==> config.mk <==
export PLATFORM = sky130hd
export DESIGN_NAME = srs_top
export DESIGN_NICKNAME = d
export VERILOG_FILES = /design/src/logic/srs_pkg.sv /design/src/logic/srs_width_filter.sv /design/src/logic/srs_copy_bank.sv /design/src/logic/srs_top.sv
export SDC_FILE = /design/constraint.sdc
export NUM_CORES = 1
export LEC_CHECK = 0
export ABC_CLOCK_PERIOD_IN_PS = 2400
export BUFFER_PORTS_ARGS = -buffer_cell sky130_fd_sc_hd__clkbuf_2
export CAP_MARGIN = 20
export CORE_UTILIZATION = 40
export CTS_BUF_LIST = sky130_fd_sc_hd__clkbuf_4 sky130_fd_sc_hd__clkbuf_8
export CTS_CLUSTER_SIZE = 40
export DETAILED_ROUTE_END_ITERATION = 12
export GPL_TIMING_DRIVEN = 0
export PLACE_DENSITY = 0.66
export SETUP_SLACK_MARGIN = 0.05
export SYNTH_ARGS = -nofsm -noshare
export SYNTH_HDL_FRONTEND = slang
export SYNTH_SLANG_ARGS = --single-unit
==> constraint.sdc <==
create_clock -name clk_sys -period 2.4 [get_ports clk_sys]
set_clock_uncertainty 0.2 [all_clocks]
set_input_delay 0.24 -clock clk_sys [delete_from_list [all_inputs] [get_ports clk_sys]]
set_output_delay 0.24 -clock clk_sys [all_outputs]
set_load 0.05 [all_outputs]
==> src/logic/srs_pkg.sv <==
// Shared constants and carrier types for the system reset sequencer.
// Assumes one clock, clk_sys at 40 MHz; the filter widths and sequencing counts below are in its cycles.
package srs_pkg;

    // Filter widths, polarity defaults and copy counts.
    localparam int unsigned EXT_MIN_WIDTH_DEF  = 4;
    localparam int unsigned AUX_MIN_WIDTH_DEF  = 4;
    localparam int unsigned MIN_WIDTH_MAX      = 16;
    localparam bit          EXT_POL_HIGH_DEF   = 1'b1;
    localparam bit          AUX_POL_HIGH_DEF   = 1'b1;
    localparam int unsigned BUS_COPIES_DEF     = 1;
    localparam int unsigned PERIPH_HI_DEF      = 1;
    localparam int unsigned FABRIC_LOW_DEF     = 1;
    localparam int unsigned PERIPH_LOW_DEF     = 1;

    // Sequencing counts in clocks, and the bit width of their counter.
    localparam int unsigned POR_HOLD_CLKS      = 16;
    localparam int unsigned STAGE_GAP_CLKS     = 16;
    localparam int unsigned SEQ_CNT_W          = 5;

    // Reset-state values of the filtered request flags and the stage flags.
    localparam logic        REQ_RESET_VAL      = 1'b1;
    localparam logic        STAGE_RESET_VAL    = 1'b1;

    // Release stages in order.
    typedef enum logic [2:0] {
        SRS_POR,
        SRS_HOLD,
        SRS_REL_BUS,
        SRS_REL_PERIPH,
        SRS_RUN
    } srs_state_e;

    // Qualified reset requests after synchronising and filtering.
    typedef struct packed {
        logic ext;
        logic dbg;
        logic aux;
    } srs_req_s;

    // Internal active-high assert levels of the three reset groups.
    typedef struct packed {
        logic bus;
        logic periph;
        logic core;
    } srs_stage_s;

endpackage

==> src/logic/srs_width_filter.sv <==
// Two-stage synchroniser followed by a minimum-width filter for one reset input.
// Assumes an asynchronous pin input and an input already mapped to active-high.
`timescale 1ns/1ps

module srs_width_filter
    import srs_pkg::*;
#(
    parameter int unsigned MIN_WIDTH = EXT_MIN_WIDTH_DEF
) (
    input  wire logic clk_sys,
    input  wire logic nrst,
    input  wire logic raw_req,
    output logic      req
);

    localparam int unsigned CW = $clog2(MIN_WIDTH + 1) + 1;
    localparam logic [CW-1:0] LAST = CW'(MIN_WIDTH - 1);

    logic          sync_a;
    logic          sync_b;
    logic [CW-1:0] run_cnt;

    // Two flops; only the second is read by the filter.
    always_ff @(posedge clk_sys or negedge nrst) begin
        if (!nrst) begin
            sync_a <= 1'b0;
            sync_b <= 1'b0;
        end else begin
            sync_a <= raw_req;
            sync_b <= sync_a;
        end
    end

    // A change is taken only after it has stood MIN_WIDTH clocks.
    always_ff @(posedge clk_sys or negedge nrst) begin
        if (!nrst) begin
            run_cnt <= '0;
            req     <= REQ_RESET_VAL;
        end else if (sync_b == req) begin
            run_cnt <= '0;
        end else if (run_cnt >= LAST) begin
            run_cnt <= '0;
            req     <= sync_b;
        end else begin
            run_cnt <= run_cnt + CW'(1);
        end
    end

endmodule

==> src/logic/srs_copy_bank.sv <==
// A bank of individually registered copies of one reset level.
// Assumes the level comes from logic on clk_sys.
`timescale 1ns/1ps

module srs_copy_bank #(
    parameter int unsigned COPIES     = 1,
    parameter bit          ACTIVE_LOW = 1'b0
) (
    input  wire logic              clk_sys,
    input  wire logic              nrst,
    input  wire logic              assert_lvl,
    output logic [COPIES-1:0]      rst_out
);

    localparam logic ASSERTED = ACTIVE_LOW ? 1'b0 : 1'b1;

    // Each copy has its own flop, so copies never share a driver.
    for (genvar i = 0; i < COPIES; i++) begin : g_copy
        always_ff @(posedge clk_sys or negedge nrst) begin
            if (!nrst) begin
                rst_out[i] <= ASSERTED;
            end else begin
                rst_out[i] <= assert_lvl ? ASSERTED : ~ASSERTED;
            end
        end
    end

endmodule

==> src/logic/srs_top.sv <==
// Top of the system reset sequencer: input qualification, staged release, outputs.
// Assumes clk_sys is the slowest synchronous system clock and nrst a power-on reset.
`timescale 1ns/1ps

module srs_top
    import srs_pkg::*;
#(
    parameter int unsigned ext_min_width     = EXT_MIN_WIDTH_DEF,
    parameter int unsigned aux_min_width     = AUX_MIN_WIDTH_DEF,
    parameter bit          ext_polarity_high = EXT_POL_HIGH_DEF,
    parameter bit          aux_polarity_high = AUX_POL_HIGH_DEF,
    parameter int unsigned bus_reset_copies  = BUS_COPIES_DEF,
    parameter int unsigned periph_hi_copies  = PERIPH_HI_DEF,
    parameter int unsigned fabric_low_copies = FABRIC_LOW_DEF,
    parameter int unsigned periph_low_copies = PERIPH_LOW_DEF
) (
    input  wire logic                         clk_sys,
    input  wire logic                         nrst,
    input  wire logic                         ext_reset,
    input  wire logic                         debugger_system_reset,
    input  wire logic                         aux_reset,
    input  wire logic                         clk_locked,
    output logic                              processor_reset,
    output logic [bus_reset_copies-1:0]       bus_reset,
    output logic [periph_hi_copies-1:0]       periph_reset,
    output logic [fabric_low_copies-1:0]      fabric_reset_n,
    output logic [periph_low_copies-1:0]      periph_reset_n
);

    localparam logic [SEQ_CNT_W-1:0] POR_LAST = SEQ_CNT_W'(POR_HOLD_CLKS - 1);
    localparam logic [SEQ_CNT_W-1:0] GAP_LAST = SEQ_CNT_W'(STAGE_GAP_CLKS - 1);

    srs_req_s              req;
    srs_state_e            state;
    srs_state_e            next_state;
    logic [SEQ_CNT_W-1:0]  seq_cnt;
    logic                  lock_a;
    logic                  lock_b;
    logic                  any_req;
    logic                  hold;
    srs_stage_s            stage;
    srs_stage_s            next_stage;

    // Map each pin to an active-high request level before filtering.
    logic ext_raw;
    logic aux_raw;
    assign ext_raw = ext_polarity_high ? ext_reset : ~ext_reset;
    assign aux_raw = aux_polarity_high ? aux_reset : ~aux_reset;

    // External input, synchronised and width filtered.
    srs_width_filter #(
        .MIN_WIDTH (ext_min_width)
    ) u_ext_filt (
        .clk_sys (clk_sys),
        .nrst    (nrst),
        .raw_req (ext_raw),
        .req     (req.ext)
    );

    // Debugger input, always active-high, same width as the external input.
    srs_width_filter #(
        .MIN_WIDTH (ext_min_width)
    ) u_dbg_filt (
        .clk_sys (clk_sys),
        .nrst    (nrst),
        .raw_req (debugger_system_reset),
        .req     (req.dbg)
    );

    // Auxiliary input with its own width.
    srs_width_filter #(
        .MIN_WIDTH (aux_min_width)
    ) u_aux_filt (
        .clk_sys (clk_sys),
        .nrst    (nrst),
        .raw_req (aux_raw),
        .req     (req.aux)
    );

    // Lock comes from the clock generator, so it is synchronised too.
    always_ff @(posedge clk_sys or negedge nrst) begin
        if (!nrst) begin
            lock_a <= 1'b0;
            lock_b <= 1'b0;
        end else begin
            lock_a <= clk_locked;
            lock_b <= lock_a;
        end
    end

    // Any request, or a missing lock, forces the hold condition.
    assign any_req = req.ext | req.dbg | req.aux;
    assign hold    = any_req | ~lock_b;

    // Release sequencer: power-on hold, then staged release.
    always_comb begin
        next_state = state;
        unique case (state)
            SRS_POR: begin
                if (seq_cnt == POR_LAST) begin
                    next_state = SRS_HOLD;
                end
            end
            SRS_HOLD: begin
                if (!hold) begin
                    next_state = SRS_REL_BUS;
                end
            end
            SRS_REL_BUS: begin
                if (hold) begin
                    next_state = SRS_HOLD;
                end else if (seq_cnt == GAP_LAST) begin
                    next_state = SRS_REL_PERIPH;
                end
            end
            SRS_REL_PERIPH: begin
                if (hold) begin
                    next_state = SRS_HOLD;
                end else if (seq_cnt == GAP_LAST) begin
                    next_state = SRS_RUN;
                end
            end
            SRS_RUN: begin
                if (hold) begin
                    next_state = SRS_HOLD;
                end
            end
        endcase
    end

    // State register; the power-on hold starts from the reset release.
    always_ff @(posedge clk_sys or negedge nrst) begin
        if (!nrst) begin
            state <= SRS_POR;
        end else begin
            state <= next_state;
        end
    end

    // Counter restarts at every state change and counts within a stage.
    always_ff @(posedge clk_sys or negedge nrst) begin
        if (!nrst) begin
            seq_cnt <= '0;
        end else if (next_state != state) begin
            seq_cnt <= '0;
        end else if (seq_cnt != '1) begin
            seq_cnt <= seq_cnt + SEQ_CNT_W'(1);
        end
    end

    // Group assert levels follow the next state, so all assert on one edge.
    always_comb begin
        next_stage.bus    = (next_state == SRS_POR) || (next_state == SRS_HOLD);
        next_stage.periph = next_stage.bus || (next_state == SRS_REL_BUS);
        next_stage.core   = next_stage.periph || (next_state == SRS_REL_PERIPH);
    end

    // Stage flags and the core output register next_stage; the copy banks take next_stage directly.
    always_ff @(posedge clk_sys or negedge nrst) begin
        if (!nrst) begin
            stage           <= {STAGE_RESET_VAL, STAGE_RESET_VAL, STAGE_RESET_VAL};
            processor_reset <= STAGE_RESET_VAL;
        end else begin
            stage           <= next_stage;
            processor_reset <= next_stage.core;
        end
    end

    // Bus-structure copies, active-high.
    srs_copy_bank #(
        .COPIES     (bus_reset_copies),
        .ACTIVE_LOW (1'b0)
    ) u_bus (
        .clk_sys    (clk_sys),
        .nrst       (nrst),
        .assert_lvl (next_stage.bus),
        .rst_out    (bus_reset)
    );

    // Interconnect copies, active-low, released with the bus group.
    srs_copy_bank #(
        .COPIES     (fabric_low_copies),
        .ACTIVE_LOW (1'b1)
    ) u_fabric (
        .clk_sys    (clk_sys),
        .nrst       (nrst),
        .assert_lvl (next_stage.bus),
        .rst_out    (fabric_reset_n)
    );

    // Active-high peripheral copies.
    srs_copy_bank #(
        .COPIES     (periph_hi_copies),
        .ACTIVE_LOW (1'b0)
    ) u_periph_hi (
        .clk_sys    (clk_sys),
        .nrst       (nrst),
        .assert_lvl (next_stage.periph),
        .rst_out    (periph_reset)
    );

    // Active-low peripheral copies.
    srs_copy_bank #(
        .COPIES     (periph_low_copies),
        .ACTIVE_LOW (1'b1)
    ) u_periph_low (
        .clk_sys    (clk_sys),
        .nrst       (nrst),
        .assert_lvl (next_stage.periph),
        .rst_out    (periph_reset_n)
    );

    // Cycles since the bus and peripheral groups left reset, saturating; the gap checks count on these.
    localparam logic [5:0] AGE_MAX = 6'h3f;
    localparam logic [5:0] GAP_AGE = 6'(STAGE_GAP_CLKS);

    logic [5:0] bus_age;
    logic [5:0] per_age;

    // Bus group age restarts while the bus reset is asserted.
    always_ff @(posedge clk_sys or negedge nrst) begin
        if (!nrst) begin
            bus_age <= '0;
        end else if (bus_reset[0]) begin
            bus_age <= '0;
        end else if (bus_age != AGE_MAX) begin
            bus_age <= bus_age + 6'h01;
        end
    end

    // Peripheral group age restarts while the peripheral reset is asserted.
    always_ff @(posedge clk_sys or negedge nrst) begin
        if (!nrst) begin
            per_age <= '0;
        end else if (periph_reset[0]) begin
            per_age <= '0;
        end else if (per_age != AGE_MAX) begin
            per_age <= per_age + 6'h01;
        end
    end
endmodule

Word level (Yosys, flattened, before mapping)
Cells that the tools add are included.
- flip-flop bits (word level): 36
- bits of input ports: 6
- output and inout port bits: 5
- logic and storage cells: 77
- add/subtract/negate cells: 4
- order comparisons: 3
- equality and inequality tests: 13
- mux-type cells: 20
- bitwise gates (word level): 7
- reductions and logical operators: 9
- operators with widths (operator ; number):
    2-to-1 mux 4 bit ; 6
    2-to-1 mux 3 bit ; 7
    case mux 3 bit (5 select lines) ; 1
    adder 4 x 1 -> 4 bit, second input constant ; 3
    equality test 3 x 2 -> 1 bit, second input constant ; 4
    >= comparator 4 x 2 -> 1 bit, second input constant ; 3
    2-to-1 mux 5 bit ; 2
    equality test 3 x 1 -> 1 bit, second input constant ; 2
    logical NOT 3 bit ; 2
    AND reduction 2 bit ; 3
    adder 5 x 1 -> 5 bit, second input constant ; 1
    equality test 5 x 4 -> 1 bit, second input constant ; 1
    != test 5 bit, second input constant ; 1
    2-to-1 mux 1 bit ; 4
    NOT 1 bit ; 4
    equality test 1 bit ; 3
    equality test 3 bit, second input constant ; 1
    logical OR 1 bit ; 3
    != test 3 bit ; 1
    bitwise OR 1 bit ; 3
    nonzero test 2 bit ; 1

Longest topological paths before layout
Gate-level depths: netlist of run 1.
- word-level depth: 9
- depth in mapped cells: 6
- depth with buffers taken out: 6

Hierarchy
Synthesis of run 1 repeated with hierarchy kept, for this count alone.
- cell total of the unflattened synthesis: 119
- area total of the unflattened synthesis: 1495.2 µm²
- by module, submodules not included (module ; times used ; cells each ; area an instance (µm²) ; seq. area each (µm²)):
    srs_width_filter ; 3 ; 14 ; 240.2 ; 176.4
    srs_top ; 1 ; 71 ; 664.4 ; 276.5
    srs_copy_bank at u_fabric ... ; 2 ; 2 ; 28.8 ; 25.0
    srs_copy_bank at u_bus ... ; 2 ; 1 ; 26.3 ; 26.3

Worst setup path after synthesis of run 1
OpenSTA, ideal clock, no wires.
- path kind: flip-flop to flip-flop
- start point: reg seq_cnt[0]
- end point: reg state[0]
- library setup time: 0.127 ns
- data arrival time: 1.613 ns
- required time: 2.073 ns
- path slack: 0.459 ns
- cell stages (with the launch flop): 6
- buffers on the path: 0
- clock period less this slack: 1.941 ns
- path through: dfrtp_1 > ha_1 > and3_1 > ha_1 > or2_2 > o32a_2
- longest elaborated chain between the ends: 4
- elaborated cells between the ends (all ways): 7
- classes of those cells: eq/ne: 1; mux: 6
- ends and longest elaborated chain (what ; RTL line ; RTL):
    from (decl) ; srs_top.sv:36 ; logic [SEQ_CNT_W-1:0] seq_cnt;
    from (signal assigned) ; srs_top.sv:147 ; seq_cnt <= seq_cnt + SEQ_CNT_W'(1);
    equality test 5 x 4 -> 1 bit * ; srs_top.sv:100, srs_top.sv:112, srs_top.sv:119 ;
    2-to-1 mux 3 bit, on equally long branches ; srs_top.sv:119, srs_top.sv:112 ;
    2-to-1 mux 3 bit, on equally long branches ; srs_top.sv:117, srs_top.sv:110 ;
    case mux 3 bit (5 select lines) * ; srs_top.sv:98 ; unique case (state)
    via next_state[0] ; srs_top.sv:35 ; srs_state_e next_state;
    to (signal assigned) ; srs_top.sv:136 ; state <= next_state;
    to (decl) ; srs_top.sv:34 ; srs_state_e state;
The timed path passes the listed nets; every way through them passes the cells marked *.
A chain may end at the register's enable or synchronous reset.

Worst setup path in the final report of run 1
- start point: reg seq_cnt[0]
- end point: reg u_periph_low.rst_out
- longest elaborated chain between the ends: 8
- elaborated cells between the ends (all ways): 13
- classes of those cells: eq/ne: 3; mux: 7; reduce/logical: 3
- ends and longest elaborated chain (what ; RTL line ; RTL):
    equality test 5 x 4 -> 1 bit * ; srs_top.sv:100, srs_top.sv:112, srs_top.sv:119 ;
    2-to-1 mux 3 bit, on equally long branches ; srs_top.sv:119, srs_top.sv:112 ;
    2-to-1 mux 3 bit, on equally long branches ; srs_top.sv:117, srs_top.sv:110 ;
    case mux 3 bit (5 select lines) * ; srs_top.sv:98 ;
    equality test 3 x 1 -> 1 bit / logical NOT 3 bit (equally long branches) ; srs_top.sv:153 ; next_stage.bus = (next_state == SRS_POR) || (next_state == SRS_HOLD);
    logical OR 1 bit ; srs_top.sv:153 ;
    logical OR 1 bit * ; srs_top.sv:154 ; next_stage.periph = next_stage.bus || (next_state == SRS_REL_BUS);
    2-to-1 mux 1 bit * ; srs_copy_bank.sv:23 ; rst_out[i] <= assert_lvl ? ASSERTED : ~ASSERTED;
    to (signal, indexed assignment) ; srs_copy_bank.sv:23 ;
    to (decl) ; srs_copy_bank.sv:12 ; output logic [COPIES-1:0] rst_out
Mark *: on every way between the ends. The rest lies on a longest branch, timed or not.

==> results.md, run 1 <==
- Status: completed
- Ys Warns: 0
- Count of nets left with antenna violations after detail routing: 0
- Worst stage delay on the critical path: around 420 ps
- Normalized max-slew margin: between 40% and 50%
- Cell area after placement: around 0.0016 mm2
- Clock Path Buffers: 2
- Origin of the worst min-delay path: lock_a$_DFF_PN0_
- Fraction of the yosys area taken by sequential cells: about three fifths
- # DRC: 0
- Die boundary height: 62.6 um
- Top Ports: 11
- Clock tree from TritonCTS: done
- Hold worst-path end: lock_b$_DFF_PN0_
- Startpoint type of the worst setup path: flip-flop
- Design Area, Final: approximately 0.0017 mm2
- TritonCTS Buffers: 5
- Library cell occupying the most area in the post-synthesis netlist: sky130_fd_sc_hd__dfrtp_1
- Ratio of cells with drive above 1 in the final layout: around a quarter
- Pleak: slightly above 0.8 nW
- Min-delay worst type: reg -> reg
- Top_reg_cell synth: sky130_fd_sc_hd__dfrtp_1
- First-pass GRT wire length: 4.38 mm
- Gate Count Post-Synth: roughly 110
- Final GP Congestion: roughly 0.8
- CTS clk-pin slew, worst paths: 110 ps
- Pre-antenna DRT Iters: 4
- Ant. Diodes: 0
- Drt total wl: 2.37 mm
- Number of levels the H-tree was split into: 2
- Final nets: approximately 150
- Maximum number of pins on one net before global-route repair: 37
- Power density normalized to cell area: 848 mW/mm2
- Top cells by area, synth: sky130_fd_sc_hd__dfrtp_1 51%, sky130_fd_sc_hd__dfstp_2 11%, sky130_fd_sc_hd__ha_1 5.1%
- Top fanout value on the critical path: 7
- Cell with the largest stage delay on the worst path: sky130_fd_sc_hd__dfrtp_1
- Via count of the first global-routing pass: ~950
- Clock Latency Late Sink: roughly 330 ps
- Setup TNS after final layout: 0 ps
- Cell family contributing the most delay on the critical path: compound AO/OA/AOI/OAI gates
- Synthesized area per cell: 12.9 um2
- Starting density of the core: ~43%
- Hold Vio Cnt, Final: 0
- Synth cell types: 35
- Worst R2R End: u_periph_low.rst_out$_DFF_PN0_
- Library cell used as clock root buffer: sky130_fd_sc_hd__clkbuf_4
- Max-capacitance violation count: 0
- Syn Std Cell Area: roughly 0.0015 mm2
- Final Slew Violations: 0
- Actual transition at the worst max-transition pin: ~850 ps
- R2r startpoint: seq_cnt[0]$_DFFE_PN0P_
- Final instance count without filler cells: between 150 and 200
- Commonest cells post-synth: 30 x sky130_fd_sc_hd__dfrtp_1, 7 x sky130_fd_sc_hd__nor2_1, 6 x sky130_fd_sc_hd__dfstp_2, 6 x sky130_fd_sc_hd__ha_1
- Required arrival time at the worst endpoint: between 2000 and 2500 ps
- GRT overflow: 0
- Ys async rst share: 100%
- DRC marker count from the first detailed-route iteration: 38
- Worst-path cell chain: ha_1, and3_1, ha_1, nand2b_1, o21ai_0, a221o_1
- Buffering stage count on the worst path with inverters included: 0
- Most frequent cell after synthesis: sky130_fd_sc_hd__dfrtp_1
- Cell total after placement: around 180
- Reg2Reg Setup Slack: ~300 ps
- Category of the critical setup timing path: reg -> reg
- Total vias in the final route: between 900 and 1,000
- Register bit count reported by yosys: 36
- Number of cells on the worst hold path: 0
- Syn-to-layout area delta: 17.4%
- Worst r2r path cells: 6
- Antenna violations before repair: 0
- Clock sinks: 36
- Port buffer count: 10
- Hpwl dp: around 1.6 mm
- Number of enable flip-flop cells after synthesis: 0
- Worst VDD drop: between 0.5 and 0.6 mV
- Tot GR Track Use: 14.4%
- Setup repair after global routing missed its margin: false
- Worst path arrival time: 2130 ps
- Shortest clock period the worst path allows after layout: around 2100 ps
- Number of failing setup endpoints in the final timing report: 0
- Placeable core region: around 0.0034 mm2
- Die span in x: around 63 um
- Final period utilization: 87.5%
- FMAX: roughly 480 MHz
- Area of the die: 0.00392 mm2
- Fraction of synthesized cell area taken by the top area cell type: 51.1%
- Launch point of the critical path: seq_cnt[0]$_DFFE_PN0P_
- Standard-cell rows: 21
- Crit path capture type: flip-flop
- Routed WL per cell: around 13 um
- Crit path top cell by count: sky130_fd_sc_hd__ha_1
- Via-per-instance ratio: 4.96
## where the power goes
group	internal, W	switching (W)	total (W)
Clock	0.000217	0.000202	0.000419
Sequential	0.000683	0.0000503	0.000734
Combinational	0.000148	0.000163	0.000312
Total	0.00105	0.000416	0.00146
## registers in the layout, summed over array words and instances, names as in the netlist, 3 cells and up
name / cells
state: 3
u_aux_filt.run_cnt: 4
seq_cnt: 5
u_ext_filt.run_cnt: 4
u_dbg_filt.run_cnt: 4
## worst reg2reg max path, delay by kind of cell (launching register included)
kind	cells	cell delay, ps
adder cells (fa/ha/maj)	2	460
AO/OA/AOI/OAI	2	530
AND/OR/NAND/NOR	2	400
flip-flops	1	420
## cell type report
type | instances | area [um2]
fillers | 313 | 1690
flip-flops and latches | 36 | 908
multi-input cells | 76 | 547
repair buffers | 15 | 100
well taps | 46 | 57.6
clock inverters | 3 | 42.5
clock buffers | 5 | 37.5
plain buffers | 4 | 22.5
inverters | 3 | 11.3
## timing repair
action / CTS / global route
endpoints found under the setup margin: 0 / 0
resized for setup: 0 / 0
hold buffers: 5 / 0
setup buffers: 0 / 0
hold endpoints to repair: 34 / 0
## per-stage QoR
step                      utilization, %  total power (W)  setup WS (ps)  hold slack (ps)
after floorplan                        -         0.000972            459             -256
after global placement              46.7          0.00102            378              132
after detailed placement            46.7          0.00105            360              136
after CTS                           50.5          0.00148            327              161
after global routing                50.5          0.00155            188              166
final                               50.5          0.00146            299              157
## cell usage in the layout (no fill, tap or decap), types with 2 or more instances in the layout
| master | count |
|---|---|
| sky130_fd_sc_hd__a21oi_1 | 3 |
| sky130_fd_sc_hd__a221o_1 | 2 |
| sky130_fd_sc_hd__a221oi_1 | 2 |
| sky130_fd_sc_hd__and3_1 | 4 |
| sky130_fd_sc_hd__clkbuf_1 | 3 |
| sky130_fd_sc_hd__clkbuf_2 | 10 |
| sky130_fd_sc_hd__clkbuf_4 | 5 |
| sky130_fd_sc_hd__conb_1 | 6 |
| sky130_fd_sc_hd__dfrtp_1 | 30 |
| sky130_fd_sc_hd__dfstp_2 | 6 |
| sky130_fd_sc_hd__dlygate4sd3_1 | 5 |
| sky130_fd_sc_hd__ha_1 | 6 |
| sky130_fd_sc_hd__inv_1 | 3 |
| sky130_fd_sc_hd__mux2_2 | 3 |
| sky130_fd_sc_hd__nand2_1 | 3 |
| sky130_fd_sc_hd__nand2b_1 | 2 |
| sky130_fd_sc_hd__nor2_1 | 7 |
| sky130_fd_sc_hd__nor2b_1 | 3 |
| sky130_fd_sc_hd__nor3_1 | 3 |
| sky130_fd_sc_hd__nor3b_1 | 2 |
| sky130_fd_sc_hd__nor4_1 | 5 |
| sky130_fd_sc_hd__o21ai_0 | 3 |
| sky130_fd_sc_hd__o22ai_1 | 2 |
| sky130_fd_sc_hd__or2_2 | 2 |
| sky130_fd_sc_hd__xnor2_1 | 2 |
| sky130_fd_sc_hd__xor2_1 | 5 |
## cell families after synthesis
family,after synthesis,share of synthesized area (%)
flops,36,61.8
simple gates,35,13.7
xor+xnor,7,4.17
buf+inv,7,2.30
mux,5,4.00
compound gates,17,8.68
other cells,1,0.255
fa+ha+maj,6,5.11
## per-layer routing
| metal | wire, um | track usage (%) | vias to the layer above |
|---|---|---|---|
| met2 | 1220 | 23.8 | 15 |
| met4 | 42 | 6.10 | 0 |
| met1 | 1020 | 18.1 | 464 |
| li1 | - | - | 449 |
| met5 | 0 | 0 | - |
| met3 | 82 | 3.28 | 5 |
## how the worst max path moves through the flow
stage / cells after the start / slack, ps / end
3_3_place_gp: 5 / 380 / state[0]$_DFF_PN0_
4_1_cts: 6 / 330 / u_periph_low.rst_out$_DFF_PN0_
5_1_grt: 6 / 190 / u_periph_low.rst_out$_DFF_PN0_
2_1_floorplan: 5 / 460 / state[0]$_DFF_PN0_
3_5_place_dp: 5 / 360 / state[0]$_DFF_PN0_
6_report: 6 / 300 / u_periph_low.rst_out$_DFF_PN0_
Power figures use the tool's default switching activity.
==> run 2: changes to the inputs <==
Settings changed: SYNTH_HIERARCHICAL from default to 1.
==> results.md, run 2 <==
- Synth cell types: 33 (was 35)
- Hpwl dp: 1.49 mm (was 1.64 mm)
- Cell total after placement: 178 (was 175)
- Worst VDD drop: 0.461 mV (was 0.534 mV)
- Standard-cell rows: 21 (unchanged)
- Startpoint type of the worst setup path: flip-flop (unchanged)
- Required arrival time at the worst endpoint: 2410 ps (was 2430 ps)
- Die span in x: 63.1 um (was 62.6 um)
- Via-per-instance ratio: 4.88 (was 4.96)
- Final Slew Violations: 0 (unchanged)
- Number of failing setup endpoints in the final timing report: 0 (unchanged)
- Worst r2r path cells: 7 (was 6)
- # DRC: 0 (unchanged)
- Antenna violations before repair: 0 (unchanged)
- Pre-antenna DRT Iters: 4 (unchanged)
- Comb power frac: 17.9% (was 21.3%)
- Shortest clock period the worst path allows after layout: 2100 ps (about the same)
- Clock tree from TritonCTS: done (unchanged)
- Launch point of the critical path: seq_cnt[0]$_DFFE_PN0P_ (unchanged)
- Ys Warns: 6 (was 0)
- Die boundary height: 63.1 um (was 62.6 um)
- Syn Std Cell Area: 0.00150 mm2 (was 0.00147 mm2)
- Top Ports: 11 (unchanged)
- Normalized max-slew margin: 42.4% (was 43.2%)
- Crit path capture type: flip-flop (unchanged)
- CTS clk-pin slew, worst paths: 70 ps (was 110 ps)
- Port buffer count: 10 (unchanged)
- Clock Latency Late Sink: 280 ps (was 330 ps)
- R2r startpoint: seq_cnt[0]$_DFFE_PN0P_ (unchanged)
- Placeable core region: 0.00347 mm2 (was 0.00342 mm2)
- Top cells by area, synth: sky130_fd_sc_hd__dfrtp_1 50%, sky130_fd_sc_hd__dfstp_2 11%, sky130_fd_sc_hd__ha_1 5.0% (was sky130_fd_sc_hd__dfrtp_1 51%, sky130_fd_sc_hd__dfstp_2 11%, sky130_fd_sc_hd__ha_1 5.1%)
- First-pass GRT wire length: 4.04 mm (was 4.38 mm)
- Setup repair after global routing missed its margin: false (unchanged)
- Switch Pwr: 0.000409 W (was 0.000416 W)
- Status: completed (unchanged)
- Maximum number of pins on one net before global-route repair: 37 (unchanged)
- Worst path arrival time: 2110 ps (was 2130 ps)
- Fraction of the yosys area taken by sequential cells: 60.8% (was 61.8%)
- Leading cell type in the layout, fill and taps excluded: sky130_fd_sc_hd__dfrtp_1 (unchanged)
- Number of levels the H-tree was split into: 2 (unchanged)
- Top library cells by usage in the layout, fill and taps aside: 30 x sky130_fd_sc_hd__dfrtp_1, 10 x sky130_fd_sc_hd__nor2_1, 10 x sky130_fd_sc_hd__clkbuf_2 (was 30 x sky130_fd_sc_hd__dfrtp_1, 10 x sky130_fd_sc_hd__clkbuf_2, 7 x sky130_fd_sc_hd__nor2_1)
- FMAX: 475 MHz (was 476 MHz)
- GRT overflow: 0 (unchanged)
- Hold worst-path end: u_aux_filt/sync_b$_DFF_PN0_ (was lock_b$_DFF_PN0_)
- Util after Layout: 51.1% (was 50.5%)
- Final nets: 155 (was 153)
- Number of flip-flops in the largest register: 5 (unchanged)
- Power density normalized to cell area: 868 mW/mm2 (was 848 mW/mm2)
- Register with the most flip-flops: seq_cnt (unchanged)
- Sequential fraction of design power: 48.8% (was 50.1%)
- Synthesized area per cell: 12.6 um2 (was 12.9 um2)
- Ys async rst share: 100% (unchanged)
- Top fanout value on the critical path: 9 (was 7)
- Gate Count Post-Synth: 119 (was 114)
- Starting density of the core: 43.1% (was 43.0%)
- Ratio of cells with drive above 1 in the final layout: 24.3% (was 24.6%)
- Max-capacitance violation count: 0 (unchanged)
- Setup TNS after final layout: 0 ps (unchanged)
- Worst R2R End: seq_cnt[1]$_DFFE_PN0P_ (was u_periph_low.rst_out$_DFF_PN0_)
- Most frequent cell after synthesis: sky130_fd_sc_hd__dfrtp_1 (unchanged)
- Total vias in the final route: 928 (was 933)
- Pleak: 0.832 nW (was 0.814 nW)
- Category of the critical setup timing path: reg -> reg (unchanged)
- Library cell occupying the most area in the post-synthesis netlist: sky130_fd_sc_hd__dfrtp_1 (unchanged)
- Origin of the worst min-delay path: u_aux_filt/sync_a$_DFF_PN0_ (was lock_a$_DFF_PN0_)
- Register bit count reported by yosys: 36 (unchanged)
- Min-delay worst type: reg -> reg (unchanged)
- Ant. Diodes: 0 (unchanged)
- Reg2Reg Setup Slack: 300 ps (about the same)
- Number of enable flip-flop cells after synthesis: 0 (unchanged)
- Commonest cells post-synth: 30 x sky130_fd_sc_hd__dfrtp_1, 10 x sky130_fd_sc_hd__nor2_1, 6 x sky130_fd_sc_hd__dfstp_2, 6 x sky130_fd_sc_hd__ha_1 (was 30 x sky130_fd_sc_hd__dfrtp_1, 7 x sky130_fd_sc_hd__nor2_1, 6 x sky130_fd_sc_hd__dfstp_2, 6 x sky130_fd_sc_hd__ha_1)
- Final GP Congestion: 0.839 (was 0.824)
- Tot GR Track Use: 13.3% (was 14.4%)
- Library cell used as clock root buffer: sky130_fd_sc_hd__clkbuf_8 (was sky130_fd_sc_hd__clkbuf_4)
- Fraction of synthesized cell area taken by the top area cell type: 50.2% (was 51.1%)
- P_int: 0.00113 W (was 0.00105 W)
- Clock Path Buffers: 2 (unchanged)
- Count of nets left with antenna violations after detail routing: 0 (unchanged)
- Clock sinks: 36 (unchanged)
- Routed WL per cell: 11.7 um (was 12.6 um)
- Drt total wl: 2.22 mm (was 2.37 mm)
- Final period utilization: 87.7% (was 87.5%)
- Area of the die: 0.00399 mm2 (was 0.00392 mm2)
- TritonCTS Buffers: 5 (unchanged)
- DRC marker count from the first detailed-route iteration: 52 (was 38)
- Number of cells on the worst hold path: 0 (unchanged)
- Fraction of power spent switching nets: 26.6% (was 28.4%)
- Top_reg_cell synth: sky130_fd_sc_hd__dfrtp_1 (unchanged)
- Syn-to-layout area delta: 18.5% (was 17.4%)
- Final instance count without filler cells: 190 (was 188)
- Via count of the first global-routing pass: 979 (was 954)
- Actual transition at the worst max-transition pin: 864 ps (was 852 ps)
- Fraction of power consumed by the clock network: 33.3% (was 28.6%)
- Hold Vio Cnt, Final: 0 (unchanged)
run 2: power by group through the flow:
stage	Sequential [W]	Clock (W)	Combinational [W]
after floorplan	0.000752	0	0.000206
after global placement	0.000753	0	0.000253
after detailed placement	0.000760	0	0.000272
after CTS	0.000749	0.000531	0.000280
after global routing	0.000760	0.000557	0.000314
final	0.000751	0.000512	0.000275
run 2: cell families (layout without fill, tap and decap cells):
kind of cell	count (synthesis)	after routing	synth area share, %
mux	4	4	3.68
xor+xnor	6	6	3.51
buf+inv	9	31	2.26
fa+ha+maj	6	6	5.02
other cells	3	6	0.753
compound gates	19	19	8.54
flops	36	36	60.8
simple gates	36	36	15.5
run 2: worst max-delay path by stage:
stage	to
after detailed placement	seq_cnt[1]$_DFFE_PN0P_
after global placement	seq_cnt[0]$_DFFE_PN0P_
final	seq_cnt[1]$_DFFE_PN0P_
after CTS	seq_cnt[1]$_DFFE_PN0P_
after global routing	seq_cnt[0]$_DFFE_PN0P_
after floorplan	seq_cnt[0]$_DFFE_PN0P_
run 2: repair_timing:
item | in CTS | in global routing
endpoints found under the setup margin | 0 | 5
endpoints found under the hold margin | 34 | 0
hold buffers | 5 | 0
gates resized for setup | 0 | 0
setup buffers | 0 | 0
run 2: worst max-delay path, cell delays in order (launching register included):
cell                       delay [ps]
sky130_fd_sc_hd__dfrtp_1          410
sky130_fd_sc_hd__ha_1             220
sky130_fd_sc_hd__and3_1           210
sky130_fd_sc_hd__ha_1             300
sky130_fd_sc_hd__and3_1           220
sky130_fd_sc_hd__a31oi_1          170
sky130_fd_sc_hd__o211ai_2         170
sky130_fd_sc_hd__nor2_1           140
run 2: metrics by stage:
step | area [um2] | total power (W) | setup WS (ps) | hold slack [ps]
final | 1770 | 0.00154 | 296 | 150
after global routing | 1770 | 0.00163 | 150 | 160
after CTS | 1780 | 0.00156 | 192 | 153
after detailed placement | 1610 | 0.00103 | 210 | 137
after global placement | 1610 | 0.00101 | 313 | 132
after floorplan | 1510 | 0.000958 | 456 | -256
run 2: layer usage:
layer	global-route usage [%]	wire length [um]	vias to the layer above
met4	5.52	12	0
met3	6.16	138	2
met1	15.3	964	447
li1	-	-	446
met5	0	0	-
met2	21.1	1100	33
run 2: cell type report:
type / instances / area [um2]
fillers: 319 / 1700
flip-flops and latches: 36 / 908
multi-input cells: 77 / 564
repair buffers: 15 / 100
clock buffers: 6 / 76.3
well taps: 46 / 57.6
clock inverters: 2 / 35.0
inverters: 5 / 18.8
plain buffers: 3 / 11.3
==> run 3: changes to the inputs <==
Settings changed: CTS_BUF_LIST sky130_fd_sc_hd__clkbuf_4 sky130_fd_sc_hd__clkbuf_8 to default.
==> results.md, run 3 (same netlist as run 2, synthesis figures left out) <==
- Power density normalized to cell area: 863 mW/mm2 (was 868 mW/mm2)
- Pre-antenna DRT Iters: 4 (unchanged)
- CTS resizes: 0 (unchanged)
- Pleak: 0.829 nW (was 0.832 nW)
- Final instance count without filler cells: 190 (unchanged)
- Via-per-instance ratio: 4.88 (about the same)
- Top fanout value on the critical path: 9 (unchanged)
- Cell family contributing the most delay on the critical path: simple AND/OR/NAND/NOR gates (unchanged)
- Via count of the first global-routing pass: 969 (was 979)
- Ratio of cells with drive above 1 in the final layout: 23.6% (was 24.3%)
- Category of the critical setup timing path: reg -> reg (unchanged)
- Worst r2r path cells: 7 (unchanged)
- Routed WL per cell: 11.6 um (was 11.7 um)
- Worst hold margin: 150 ps (unchanged)
- Register with the most flip-flops: seq_cnt (unchanged)
- Tot GR Track Use: 13.2% (was 13.3%)
- Top library cells by usage in the layout, fill and taps aside: 30 x sky130_fd_sc_hd__dfrtp_1, 10 x sky130_fd_sc_hd__nor2_1, 10 x sky130_fd_sc_hd__clkbuf_2 (unchanged)
- CTS clk-pin slew, worst paths: 70 ps (about the same)
- Drt total wl: 2.20 mm (was 2.22 mm)
- First-pass GRT wire length: 3.99 mm (was 4.04 mm)
- Syn-to-layout area delta: 18.2% (was 18.5%)
- Number of failing setup endpoints in the final timing report: 0 (unchanged)
- Max-capacitance violation count: 0 (unchanged)
- Worst stage delay on the critical path: 410 ps (about the same)
- Top Ports: 11 (unchanged)
- Final nets: 155 (unchanged)
- Leading cell type in the layout, fill and taps excluded: sky130_fd_sc_hd__dfrtp_1 (unchanged)
- Clock tree from TritonCTS: done (unchanged)
- Startpoint type of the worst setup path: flip-flop (unchanged)
- Required arrival time at the worst endpoint: 2410 ps (about the same)
- Crit path capture type: flip-flop (unchanged)
- Launch point of the critical path: seq_cnt[0]$_DFFE_PN0P_ (unchanged)
- FMAX: 475 MHz (about the same)
- Setup TNS after final layout: 0 ps (unchanged)
- Clock Path Buffers: 2 (unchanged)
- Die span in x: 63.1 um (unchanged)
- Maximum number of pins on one net before global-route repair: 37 (unchanged)
- Final GP Congestion: 0.839 (unchanged)
- Starting density of the core: 43.1% (unchanged)
- Final Slew Violations: 0 (unchanged)
- Count of nets left with antenna violations after detail routing: 0 (unchanged)
- Hold Vio Cnt, Final: 0 (unchanged)
- Number of stages on the worst setup path: 7 (unchanged)
- TritonCTS Buffers: 5 (unchanged)
- Cell with the largest stage delay on the worst path: sky130_fd_sc_hd__dfrtp_1 (unchanged)
- Standard-cell rows: 21 (unchanged)
- GRT overflow: 0 (unchanged)
- R2r startpoint: seq_cnt[0]$_DFFE_PN0P_ (unchanged)
- Port buffer count: 10 (unchanged)
- Number of levels the H-tree was split into: 2 (unchanged)
- Setup repair after global routing missed its margin: false (unchanged)
- Actual transition at the worst max-transition pin: 863 ps (was 864 ps)
- # DRC: 0 (unchanged)
- Clock Latency Late Sink: 280 ps (about the same)
- Normalized max-slew margin: 42.5% (was 42.4%)
- Status: completed (unchanged)
- Number of cells on the worst hold path: 0 (unchanged)
- Clock sinks: 36 (unchanged)
- Cell total after placement: 178 (unchanged)
- # Post-CTS Setup Buffers: 0 (unchanged)
- Final period utilization: 87.7% (about the same)
- Number of flip-flops in the largest register: 5 (unchanged)
- Antenna violations before repair: 0 (unchanged)
- Die boundary height: 63.1 um (unchanged)
- Worst path arrival time: 2120 ps (was 2110 ps)
- Buffering stage count on the worst path with inverters included: 0 (unchanged)
- Placeable core region: 0.00347 mm2 (unchanged)
- Util after Layout: 51.0% (was 51.1%)
- Worst VDD drop: 0.407 mV (was 0.461 mV)
- Total vias in the final route: 927 (was 928)
- Ant. Diodes: 0 (unchanged)
- DRC marker count from the first detailed-route iteration: 75 (was 52)
- Min-delay worst type: reg -> reg (unchanged)
- Library cell used as clock root buffer: sky130_fd_sc_hd__clkbuf_8 (unchanged)
- Worst-path cell chain: ha_1, and3_1, ha_1, and3_1, a31oi_1, o211ai_2, nor2_1 (unchanged)
- Origin of the worst min-delay path: u_aux_filt/sync_a$_DFF_PN0_ (unchanged)
- Area of the die: 0.00399 mm2 (unchanged)
- Hpwl dp: 1.49 mm (unchanged)
- Shortest clock period the worst path allows after layout: 2100 ps (about the same)
-- run 3: changes by cell type in the layout (fill, tap and decap cells not counted) --
cell                       previous run  this run
sky130_fd_sc_hd__clkbuf_1             3         4
sky130_fd_sc_hd__clkbuf_4             1         0
-- run 3: worst reg2reg max path: stages (launching register included) --
cell and delay [ps]:
sky130_fd_sc_hd__dfrtp_1 410, sky130_fd_sc_hd__ha_1 220, sky130_fd_sc_hd__and3_1 210, sky130_fd_sc_hd__ha_1 300, sky130_fd_sc_hd__and3_1 220, sky130_fd_sc_hd__a31oi_1 170
sky130_fd_sc_hd__o211ai_2 170, sky130_fd_sc_hd__nor2_1 140
-- run 3: cell type report --
| class | count | area [um2] |
|---|---|---|
| Sequential cell | 36 | 908 |
| Timing Repair Buffer | 15 | 100 |
| Clock buffer | 6 | 72.6 |
| Clock inverter | 2 | 35.0 |
| Tap cell | 46 | 57.6 |
| Inverter | 5 | 18.8 |
| Fill cell | 318 | 1700 |
| Buffer | 3 | 11.3 |
| Multi-Input combinational cell | 77 | 564 |
-- run 3: routing by layer --
layer / global-route usage, % / up-vias / wire length, um
met5: 0 / - / 0
met4: 5.52 / 0 / 12
met3: 6.16 / 2 / 144
met2: 21.0 / 33 / 1100
met1: 15.1 / 446 / 944
li1: - / 446 / -
-- run 3: final timing paths --
| kind | end | slack [ps] |
|---|---|---|
| setup / recovery | seq_cnt[1]$_DFFE_PN0P_ | 300 |
| hold / removal | u_aux_filt/sync_b$_DFF_PN0_ | 150 |
| setup reg to reg | seq_cnt[1]$_DFFE_PN0P_ | 300 |
| hold reg to reg | u_aux_filt/sync_b$_DFF_PN0_ | 150 |
| max in group asynchronous | u_ext_filt/run_cnt[0]$_DFF_PN0_ | 1060 |
| min in group asynchronous | seq_cnt[2]$_DFFE_PN0P_ | 400 |
-- run 3: timing repair --
action | CTS | global route
hold endpoints to repair | 34 | 0
endpoints found under the setup margin | 0 | 5
hold buffers | 5 | 0
-- run 3: through the flow --
| stage | setup WS, ps | area [um2] | total power, W |
|---|---|---|---|
| after floorplan | 456 | 1510 | 0.000958 |
| after global placement | 313 | 1610 | 0.00101 |
| after CTS | 192 | 1770 | 0.00155 |
| final | 296 | 1770 | 0.00153 |
| after detailed placement | 210 | 1610 | 0.00103 |
| after global routing | 150 | 1770 | 0.00162 |
-- run 3: report_power, final --
| part | switching, W | internal (W) | leakage [nW] |
|---|---|---|---|
| Combinational | 0.000153 | 0.000122 | 0.337 |
| Sequential | 0.0000627 | 0.000688 | 0.437 |
| Clock | 0.000193 | 0.000308 | 0.0552 |
| Total | 0.000409 | 0.00112 | 0.829 |
